==> config.mk <==
export PLATFORM = sky130hd
export DESIGN_NAME = phase_limit_shed_ctrl
export DESIGN_NICKNAME = d
export VERILOG_FILES = /design/src/hw/valley_limit_phase.v /design/src/hw/phase_limit_shed_ctrl.v
export VERILOG_INCLUDE_DIRS = /design/src /design/src/hw
export SDC_FILE = /design/constraint.sdc
export NUM_CORES = 1
export LEC_CHECK = 0
export ABC_AREA = 1
export BUFFER_PORTS_ARGS = -buffer_cell sky130_fd_sc_hd__buf_2
export CAP_MARGIN = 20
export CORE_AREA = 2 2 97 136
export DETAILED_ROUTE_END_ITERATION = 16
export DIE_AREA = 0 0 99 138
export PLACE_DENSITY = 0.72
export SLEW_MARGIN = 5
export SYNTH_ARGS = -nofsm -noshare
export SYNTH_HDL_FRONTEND = slang
export SYNTH_SLANG_ARGS = --single-unit
==> constraint.sdc <==
create_clock -name mclk -period 3.8 [get_ports mclk]
set_input_delay 0.76 -clock mclk [delete_from_list [all_inputs] [get_ports mclk]]
set_output_delay 0.76 -clock mclk [all_outputs]
set_load 0.02 [all_outputs]
==> src/hw/phase_shed_map.vh <==
`ifndef PHASE_SHED_MAP_VH
`define PHASE_SHED_MAP_VH
// Command codes on page 0
`define CMD_PAGE_RAIL1 8'h00
`define CMD_VALLEY_LIMIT 8'hda
`define CMD_SHED_CTRL 8'hdb
// Valley limit register fields
`define VL_THR_MSB 6
`define VL_THR_LSB 0
`define VL_SS_BIT 7
`define VL_WRITE_MASK 16'h00ff
`define VL_RESET 16'h0000
// Shed control register fields
`define SC_EXIT_DLY_MSB 15
`define SC_EXIT_DLY_LSB 12
`define SC_ANY_EXIT_BIT 11
`define SC_FREQ_EXIT_BIT 10
`define SC_ONE_EXIT_BIT 9
`define SC_UNDER_EXIT_BIT 8
`define SC_ENTRY_MSB 7
`define SC_ENTRY_LSB 2
`define SC_STEP_BIT 1
`define SC_EN_BIT 0
`define SC_RESET 16'h0000
// Timing
`define CLK_NS 20
`define EXIT_STEP_NS 100
`define EXIT_OFS_NS 50
`define ONCE_SHED_NS 16000
`define EXIT_STEP_CYC ((`EXIT_STEP_NS + `CLK_NS - 1) / `CLK_NS)
`define EXIT_OFS_CYC ((`EXIT_OFS_NS + `CLK_NS - 1) / `CLK_NS)
`define ONCE_SHED_CYC ((`ONCE_SHED_NS + `CLK_NS - 1) / `CLK_NS)
`endif

==> src/hw/valley_limit_phase.v <==
`timescale 1ns/1ps
`default_nettype none
// Per-phase valley current limiter: holds pulse low while current stays over threshold after an off-time excess
module valley_limit_phase #(
  parameter CW = 8
) (
  // Clock and reset
  input wire mclk,
  input wire rst_sync_n,
  // Phase inputs
  input wire pulse_req,
  input wire [CW-1:0] phase_current,
  input wire [6:0] threshold,
  input wire limit_active,
  // Outputs
  output reg pulse_out,
  output reg limit_hit
);
  // Over-threshold compare, zero-extended threshold
  wire over = phase_current > {{(CW-7){1'b0}}, threshold};
  // Latched clamp state
  reg clamp;

  // Clamp set during off time, held until current falls back
  always @(posedge mclk or negedge rst_sync_n) begin
    if (!rst_sync_n) begin
      clamp <= 1'b0;
      pulse_out <= 1'b0;
      limit_hit <= 1'b0;
    end else begin
      if (!limit_active || !over) begin
        clamp <= 1'b0;
      end else if (!pulse_req || clamp) begin
        clamp <= 1'b1;
      end
      limit_hit <= limit_active && over && !pulse_req && !clamp;
      pulse_out <= pulse_req && !(clamp && over && limit_active);
    end
  end
endmodule // valley_limit_phase
`default_nettype wire

==> src/hw/phase_limit_shed_ctrl.v <==
`timescale 1ns/1ps
`default_nettype none
`include "phase_shed_map.vh"
// Function
// - Valley register on rail 1, page 0
// - Threshold bits 6:0, one amp per step
// - Over threshold off-time holds pulse low
// - Bit 7 set suppresses limit in softstart
// - Bits 15:8 write-ignored, read zero
// - Limit-to-exit delay 100ns steps plus 50ns
// - Bit 11: limit exits from any state
// - Bit 10: frequency rise exits shed
// - Bit 9: limit exits single-phase only
// - Bit 8: undershoot forces full phase
// - Enter shed after N low report periods
// - Bit 1: stepwise or 16us direct
// - Bit 0 enables automatic shedding
module phase_limit_shed_ctrl #(
  parameter NPH = 4,
  parameter CW = 8,
  parameter LW = 8,
  parameter STEP_DLY_CYC = 16'd50
) (
  // Clock and reset
  input wire mclk,
  input wire rst_n,
  // Register command port
  input wire [7:0] cmd_page,
  input wire [7:0] cmd_code,
  input wire cmd_wr,
  input wire [15:0] cmd_wdata,
  output reg [15:0] cmd_rdata,
  // Phase pulses and currents
  input wire [NPH-1:0] pulse_req,
  input wire [NPH*CW-1:0] phase_current,
  output wire [NPH-1:0] pulse_out,
  // Rail status inputs from pins
  input wire softstart,
  input wire freq_rise,
  input wire feedback_under,
  input wire report_tick,
  input wire [LW-1:0] load_current,
  input wire [LW-1:0] shed_threshold,
  input wire [2:0] target_phases,
  // Shed state
  output reg [2:0] active_phases,
  output reg auto_shed_mode
);
  // Reset synchroniser
  reg rst_m;
  reg rst_sync_n;
  // Registers
  reg [7:0] phase_valley_limit_cfg;
  reg [15:0] phase_shedding_ctrl;
  // Pin synchronisers: softstart, freq_rise, feedback_under, report_tick
  reg [3:0] pin_m;
  reg [3:0] pin_s;
  reg tick_d;
  // Entry counter, exit and step timers
  reg [5:0] low_count;
  reg exit_pend;
  reg [7:0] exit_timer;
  reg [15:0] step_timer;
  // Per-phase limit hits
  wire [NPH-1:0] limit_hit;
  wire limit_any = |limit_hit;
  wire ss = pin_s[0];
  wire tick = pin_s[3] && !tick_d;

  // Field views
  wire [3:0] exit_dly = phase_shedding_ctrl[`SC_EXIT_DLY_MSB:`SC_EXIT_DLY_LSB];
  wire [5:0] entry_n = phase_shedding_ctrl[`SC_ENTRY_MSB:`SC_ENTRY_LSB];
  wire shed_enable = phase_shedding_ctrl[`SC_EN_BIT];
  wire shed_step_select = phase_shedding_ctrl[`SC_STEP_BIT];
  // Exit delay in cycles: steps of 100 ns plus 50 ns offset, worked at full width
  wire [31:0] exit_cyc_wide = exit_dly * `EXIT_STEP_CYC + `EXIT_OFS_CYC;
  // Largest setting is 78 cycles, so the low byte always holds it
  wire [7:0] exit_cyc = exit_cyc_wide[7:0];
  // Direct shed wait, cut to the step timer's width on purpose
  wire [31:0] once_cyc_wide = `ONCE_SHED_CYC;
  wire [15:0] once_cyc = once_cyc_wide[15:0];

  // Reset release through two flops
  always @(posedge mclk or negedge rst_n) begin
    if (!rst_n) begin
      rst_m <= 1'b0;
      rst_sync_n <= 1'b0;
    end else begin
      rst_m <= 1'b1;
      rst_sync_n <= rst_m;
    end
  end

  // Two-flop synchronisers for the external status levels
  always @(posedge mclk or negedge rst_sync_n) begin
    if (!rst_sync_n) begin
      pin_m <= 4'h0;
      pin_s <= 4'h0;
      tick_d <= 1'b0;
    end else begin
      pin_m <= {report_tick, feedback_under, freq_rise, softstart};
      pin_s <= pin_m;
      tick_d <= pin_s[3];
    end
  end

  // Register writes; only page 0 decodes
  always @(posedge mclk or negedge rst_sync_n) begin
    if (!rst_sync_n) begin
      phase_valley_limit_cfg <= 8'h00;
      phase_shedding_ctrl <= `SC_RESET;
    end else if (cmd_wr && cmd_page == `CMD_PAGE_RAIL1) begin
      if (cmd_code == `CMD_VALLEY_LIMIT) begin
        phase_valley_limit_cfg <= cmd_wdata[7:0];
      end
      if (cmd_code == `CMD_SHED_CTRL) begin
        phase_shedding_ctrl <= cmd_wdata;
      end
    end
  end

  // Registered readback; unknown codes read zero
  always @(posedge mclk or negedge rst_sync_n) begin
    if (!rst_sync_n) begin
      cmd_rdata <= 16'h0000;
    end else if (cmd_page != `CMD_PAGE_RAIL1) begin
      cmd_rdata <= 16'h0000;
    end else if (cmd_code == `CMD_VALLEY_LIMIT) begin
      cmd_rdata <= {8'h00, phase_valley_limit_cfg};
    end else if (cmd_code == `CMD_SHED_CTRL) begin
      cmd_rdata <= phase_shedding_ctrl;
    end else begin
      cmd_rdata <= 16'h0000;
    end
  end

  wire limit_active = !(ss && phase_valley_limit_cfg[`VL_SS_BIT]);

  // One limiter per phase
  genvar g;
  generate
    for (g = 0; g < NPH; g = g + 1) begin : ph
      valley_limit_phase #(.CW(CW)) u_lim (
        .mclk(mclk),
        .rst_sync_n(rst_sync_n),
        .pulse_req(pulse_req[g]),
        .phase_current(phase_current[g*CW +: CW]),
        .threshold(phase_valley_limit_cfg[`VL_THR_MSB:`VL_THR_LSB]),
        .limit_active(limit_active),
        .pulse_out(pulse_out[g]),
        .limit_hit(limit_hit[g])
      );
    end
  endgenerate

  // Exit qualifiers: limit-triggered, frequency rise, undershoot
  // any-state exit
  wire any_trig = phase_shedding_ctrl[`SC_ANY_EXIT_BIT] && limit_any;
  wire one_trig = phase_shedding_ctrl[`SC_ONE_EXIT_BIT] && limit_any && active_phases == 3'd1;
  wire freq_exit = phase_shedding_ctrl[`SC_FREQ_EXIT_BIT] && pin_s[1];
  wire under_exit = phase_shedding_ctrl[`SC_UNDER_EXIT_BIT] && pin_s[2];
  // Exit timer expiry
  wire limit_exit = exit_pend && exit_timer == 8'd0;
  wire go_full = !shed_enable || freq_exit || under_exit || limit_exit;
  wire [2:0] full = NPH[2:0];

  // Shedding state machine
  always @(posedge mclk or negedge rst_sync_n) begin
    if (!rst_sync_n) begin
      low_count <= 6'd0;
      exit_pend <= 1'b0;
      exit_timer <= 8'd0;
      step_timer <= 16'd0;
      active_phases <= NPH[2:0];
      auto_shed_mode <= 1'b0;
    end else begin
      if (auto_shed_mode && !exit_pend && (any_trig || one_trig)) begin
        exit_pend <= 1'b1;
        exit_timer <= exit_cyc;
      end else if (exit_pend && exit_timer != 8'd0) begin
        exit_timer <= exit_timer - 8'd1;
      end else begin
        exit_pend <= 1'b0;
      end
      if (go_full) begin
        auto_shed_mode <= 1'b0;
        active_phases <= full;
        low_count <= 6'd0;
        step_timer <= 16'd0;
      end else if (!auto_shed_mode) begin
        // Count consecutive low report samples
        if (tick) begin
          if (load_current >= shed_threshold) begin
            low_count <= 6'd0;
          end else if (low_count + 6'd1 >= entry_n) begin
            auto_shed_mode <= 1'b1;
            low_count <= 6'd0;
            step_timer <= shed_step_select ? once_cyc : STEP_DLY_CYC;
          end else begin
            low_count <= low_count + 6'd1;
          end
        end
      end else if (active_phases > target_phases && target_phases != 3'd0) begin
        if (step_timer != 16'd0) begin
          step_timer <= step_timer - 16'd1;
        end else if (shed_step_select) begin
          active_phases <= target_phases;
        end else begin
          active_phases <= active_phases - 3'd1;
          step_timer <= STEP_DLY_CYC;
        end
      end
    end
  end
endmodule // phase_limit_shed_ctrl
`default_nettype wire

==> results of run 1 <==
==> cell type report <==
type / count / area, um2 / area share, %
Multi-Input combinational cell: 534 / 3050 / 43.1
Clock buffer: 9 / 225 / 3.18
Timing Repair Buffer: 122 / 636 / 8.97
Sequential cell: 98 / 2460 / 34.7
Inverter: 118 / 443 / 6.25
Tap cell: 153 / 191 / 2.70
Clock inverter: 7 / 83.8 / 1.18
==> cell usage after synthesis, drive strengths merged <==
library cell	count
nand3	47
a31o	1
nand3b	3
a22oi	1
xnor2	4
a21o	1
and2	1
fa	1
nor3	5
a21oi	30
nor2	78
buf	14
o21a	2
dfstp	1
nand2	204
o21ai	63
inv	118
xor2	10
ha	59
o21bai	3
conb	1
nor4	2
o211ai	4
and3	4
clkbuf	2
dfrtp	97
nand4	9
o31ai	1
==> layer usage <==
metal	track usage [%]	wire, um	vias to the layer above
li1	-	-	2674
met1	22.9	5260	2336
met2	36.4	6710	104
met3	5.01	712	6
met4	4.76	121	0
met5	0	0	-
==> cell usage in the layout (no fill, tap or decap), drive strengths merged, types with 2 or more instances in the layout <==
cell type  count
buf          122
nand3         47
nand2        204
o211ai         4
o21bai         3
o21ai         63
and3           4
nor2          78
xnor2          4
inv          120
clkbuf         9
nand4          9
xor2          10
nand3b         3
nor3           5
clkinv         5
o21a           2
dfrtp         97
nor4           2
a21oi         30
ha            59
==> through the flow <==
step / hold WS (ns) / setup slack, ns / total power, uW / util [%] / cell area [um2]
after detailed placement: 0.335 / 1.04 / 1260 / 53.8 / 6760
after CTS: 0.156 / 1.00 / 2180 / 56.2 / 7070
after floorplan: 0.331 / 0.870 / 1190 / - / 6060
final: 0.168 / 1.05 / 2160 / 56.4 / 7090
after global placement: 0.334 / 1.09 / 1260 / 53.8 / 6760
after global routing: 0.151 / 0.705 / 2260 / 56.4 / 7090
==> how the worst min path moves through the flow <==
stage,cells past startpoint,endpoint
floorplan,0,pin_s[0]
global placement,0,pin_s[2]
detailed placement,0,pin_s[2]
CTS,1,rst_sync_n
global route,1,rst_sync_n
finish,1,rst_sync_n
==> registers in the layout, indices dropped and copies added, names as in the netlist, 6 cells and up <==
name and flops:
cmd_rdata 16, phase_valley_limit_cfg 8, low_count 6, step_timer 16, phase_shedding_ctrl 16, exit_timer 8
==> power groups by stage <==
stage / Clock (uW) / Combinational, uW / Sequential (uW)
after floorplan: 0 / 88.8 / 1100
after global placement: 0 / 156 / 1100
after detailed placement: 0 / 159 / 1100
after CTS: 939 / 160 / 1080
after global routing: 982 / 198 / 1080
final: 918 / 168 / 1070
==> logic make-up after synthesis <==
group	after synthesis	share of synthesized area (%)
xor+xnor	14	2.02
flops	98	40.5
buf+inv	134	9.15
fa+ha+maj	60	12.5
compound gates	106	10.9
simple gates	353	24.9
other cells	1	0.0619
==> impl_metrics.json, run 1 <==
{
  "grt-ovfl-total": 0,
  "clkPwrFrac_pct": 42.5,
  "cts_buffer_depth": 2,
  "regToRegSetupSlack_ns": 1.05,
  "path_class": "reg -> reg",
  "clkTransAtPathRegs_ns": 0.08,
  "r2r_end": "step_timer[10]",
  "cpMostUsedCell": "nand2_1",
  "viasPerCell": 4.92,
  "grt_pass1_vias": 5079,
  "endpoint": "step_timer[10]",
  "ios": 118,
  "synthToLayoutAreaGrowth_pct": 17.0,
  "cp.required_ns": 4.04,
  "clock_latency_ns": 0.35,
  "fmax_ghz": 0.364,
  "crit_path_top_delay_cell": "nand2_1",
  "min_path_type": "in -> async",
  "synth_top_area_share_pct": 40.1,
  "cts_setup_buffers": 0,
  "fillers": 1188,
  "cp.arrival_ns": 2.99,
  "fin_skew_ns": 0.0110,
  "grt_pass1_wl_um": 22300,
  "wl_per_cell_um": 12.3,
  "ys_ff_latch": 98,
  "yosys-top-cells-area": "dfrtp_1, nand2_1, ha_1",
  "cp-start-kind": "flip-flop",
  "fin_crit_sh_pct": 72.3,
  "power_leakage_uw": 0.00387,
  "p_per_area_mw_per_mm2": 304,
  "cts_tree": "yes",
  "vias": 5120,
  "synthCells": 766,
  "ctsRootBufferMaster": "clkbuf_16",
  "path_max_fanout": 31,
  "dieArea_mm2": 0.0137,
  "yosysTopAreaCell": "dfrtp_1",
  "hpwl_um": 10100,
  "drc_errors": 0,
  "period_needed_ns": 2.75,
  "drt_iter0_drc": 170,
  "wl_um": 12800,
  "syn-num-nets": 920,
  "avgSynthCellArea_um2": 7.91,
  "endpoint_kind": "flip-flop",
  "crit_family": "simple AND/OR/NAND/NOR gates",
  "die_w_um": 99,
  "slew_viol_final": 0,
  "critPathLaunch": "low_count[0]",
  "status": "finished clean",
  "port_buffers": 117,
  "seq_area_frac_synth_pct": 40.5,
  "fin_tns_setup_ns": 0,
  "ant_nets": 0,
  "placedCellCount": 1024,
  "worstRegToRegCells": 15,
  "rows": 49,
  "routabilityCongestion": 0.872,
  "die_h_um": 138,
  "maxSlewHeadroom_pct": 43.2,
  "swShare_pct": 25.7,
  "synth_cell_types": 39,
  "cp_cell_sequence": "ha_1, nand3_1, xor2_1, inv_1, ha_1, nand2_1, inv_1, a21oi_1, nand2_1, nand3_1, nand2_1, nand2_1, inv_1, nand2_1, nand2_1",
  "ys_warn_count": 0,
  "numClockSinks": 98,
  "initial_core_util_pct": 48.2,
  "nets": 1037,
  "worst_slew_pin_slew_ns": 0.850,
  "p_int_uw": 1600,
  "first_pass_iters": 5,
  "max_stage_delay_ns": 0.62,
  "path_buf_inv": 3,
  "holdBufCountCts": 0,
  "drive_above_1_share_pct": 19.8,
  "rsz0062_at_grt": "false",
  "p_sw_uw": 555,
  "hold_viol": 0,
  "syn_area_mm2": 0.00606,
  "irDropWorstVdd_v": 0.000201,
  "cts_resized": 0,
  "grt_start_max_net_pins": 85,
  "n_antenna_cell": 0,
  "finalSetupViolCount": 0,
  "gr-usage-all-layers_pct": 19.9,
  "cap_violations": 0,
  "r2r-start": "low_count[0]",
  "pwr-share-seq_pct": 49.7,
  "h-tree-depth": 3,
  "power_frac_comb_pct": 7.8,
  "antenna_found_initial": 0,
  "instances_no_fill": 1041,
  "cp_num_cells": 15,
  "cts_made_buffers": 9,
  "core_mm2": 0.0126
}
Power figures use the tool's default switching activity.
==> run 2: changes to the inputs <==
- PLACE_DENSITY: 0.72 -> 0.75
- clock period: 3.8 -> 2.5 ns (I/O delays scaled with it)
==> run 2 against run 1 <==
  * Total power increased by 49%
  * Global-route usage increased by 0.87 points
  * Sequential cell count did not move
  * Hold slack better by 0.089 ns
==> impl_metrics.json, run 2 (same netlist as run 1, synthesis figures left out) <==
{
  "final_cell_mix": "nand2_1, inv_1, buf_2",
  "fin_skew_ns": 0.0149,
  "die_w_um": 99,
  "path_max_fanout": 16,
  "endpoint_kind": "flip-flop",
  "slew_viol_final": 0,
  "core_mm2": 0.0126,
  "routabilityCongestion": 0.888,
  "drive_above_1_share_pct": 20.4,
  "antenna_found_initial": 0,
  "min_from": "feedback_under",
  "port_buffers": 117,
  "vias": 5222,
  "hold_viol": 0,
  "grt-ovfl-total": 0,
  "holdPathStages": 1,
  "grt_pass1_vias": 5149,
  "cts_buffer_depth": 2,
  "cap_violations": 0,
  "worst_slew_pin_slew_ns": 0.526,
  "p_int_uw": 2420,
  "cp-start-kind": "flip-flop",
  "h-tree-depth": 3,
  "cts_tree": "yes",
  "synthToLayoutAreaGrowth_pct": 18.0,
  "layout_commonest_cell": "nand2_1",
  "r2r_end": "step_timer[10]",
  "irDropWorstVdd_v": 0.000472,
  "regToRegSetupSlack_ns": 0.20,
  "gr-usage-all-layers_pct": 20.7,
  "cp.arrival_ns": 2.54,
  "power_leakage_uw": 0.00390,
  "instances_no_fill": 1047,
  "wl_per_cell_um": 13.0,
  "r2r-start": "low_count[0]",
  "power_frac_comb_pct": 8.1,
  "path_class": "reg -> reg",
  "p_sw_uw": 804,
  "placedCellCount": 1028,
  "viasPerCell": 4.99,
  "cp.required_ns": 2.74,
  "numClockSinks": 98,
  "swShare_pct": 24.9,
  "min_path_type": "in -> reg",
  "fillers": 1196,
  "p_per_area_mw_per_mm2": 451,
  "status": "finished clean",
  "nets": 1043,
  "drc_errors": 0,
  "grt_start_max_net_pins": 60,
  "clkPwrFrac_pct": 41.4,
  "wl_um": 13600,
  "clkTransAtPathRegs_ns": 0.07,
  "worstRegToRegCells": 16,
  "die_h_um": 138,
  "finalSetupViolCount": 0,
  "drt_iter0_drc": 238,
  "hpwl_um": 10700,
  "finalPower_uw": 3230,
  "ant_nets": 0,
  "fmax_ghz": 0.434,
  "ios": 118,
  "holdPathEnd": "pin_m[2]",
  "maxSlewHeadroom_pct": 65.0,
  "multi_input_area_mm2": 0.00306,
  "period_needed_ns": 2.30,
  "dieArea_mm2": 0.0137,
  "regArea_mm2": 0.00246,
  "rows": 49,
  "reg.largest.list": "cmd_rdata (16), phase_shedding_ctrl (16), step_timer (16)",
  "grt_pass1_wl_um": 23000,
  "first_pass_iters": 6,
  "cts_made_buffers": 9,
  "fin_crit_sh_pct": 92.1,
  "clock_latency_ns": 0.35,
  "initial_core_util_pct": 48.2,
  "ctsRootBufferMaster": "clkbuf_16",
  "n_antenna_cell": 0,
  "pwr-share-seq_pct": 50.6
}
==> run 2: cell count changes in the layout (fill, tap and decap cells not counted), sizes merged <==
cell	change
inv	+1
clkinv	-2
clkbuf	+1
buf	+4
dlygate4sd3	+1
clkinvlp	+1
==> run 2: layout make-up <==
type | instances | area share, %
clock inverters | 7 | 0.857
flip-flops and latches | 98 | 34.4
clock buffers | 9 | 3.15
inverters | 118 | 6.19
well taps | 153 | 2.68
multi-input cells | 534 | 42.8
repair buffers | 128 | 9.97
==> run 2: critical path: stages (launching register included) <==
cell,delay [ns]
dfrtp_1,0.40
nand3_1,0.12
nand3b_1,0.19
xor2_1,0.19
inv_1,0.06
ha_1,0.29
nand2_1,0.09
inv_1,0.04
a21oi_1,0.12
nand2_1,0.10
nand3_1,0.10
nand2_1,0.10
nand2_4,0.12
buf_12,0.15
inv_1,0.06
nand2_1,0.05
nand2_1,0.04
==> run 2: how the worst max path moves through the flow <==
stage	end	cells after the start	slack (ns)	startpoint
final	step_timer[10]	16	0.20	low_count[0]
after global routing	step_timer[9]	16	-0.004	low_count[0]
after global placement	step_timer[10]	16	0.28	low_count[0]
after floorplan	step_timer[15]	14	0.43	low_count[0]
after detailed placement	step_timer[9]	16	0.25	low_count[0]
after CTS	step_timer[9]	16	0.23	low_count[0]
==> run 2: timing repair <==
item / CTS / global route
hold endpoints to repair: 2 / 0
hold buffers: 1 / 0
gates resized for setup: 0 / 2
setup endpoints to repair: 0 / 2
setup buffers: 0 / 1
==> run 2: metal layers <==
metal / global-route usage (%) / wire, um
met1: 24.8 / 5410
met2: 36.9 / 7050
met3: 3.79 / 849
met4: 7.35 / 291
met5: 0 / 0
==> run 2: per-stage QoR <==
stage	setup WS, ns	hold WS (ns)	setup TNS (ns)	utilization, %	instance area [um2]
2_1_floorplan	0.435	0.204	0	-	6060
3_3_place_gp	0.275	0.287	0	54.2	6810
3_5_place_dp	0.252	0.288	0	54.2	6810
4_1_cts	0.235	0.247	0	56.6	7110
5_1_grt	-0.00419	0.241	-0.00822	56.9	7150
6_report	0.198	0.257	0	56.9	7150
==> run 2: power by group through the flow <==
stage	logic, uW	registers [uW]	clock network, uW
3_3_place_gp	257	1660	0
3_5_place_dp	263	1660	0
2_1_floorplan	135	1670	0
5_1_grt	304	1640	1440
6_report	260	1630	1330
4_1_cts	266	1630	1360
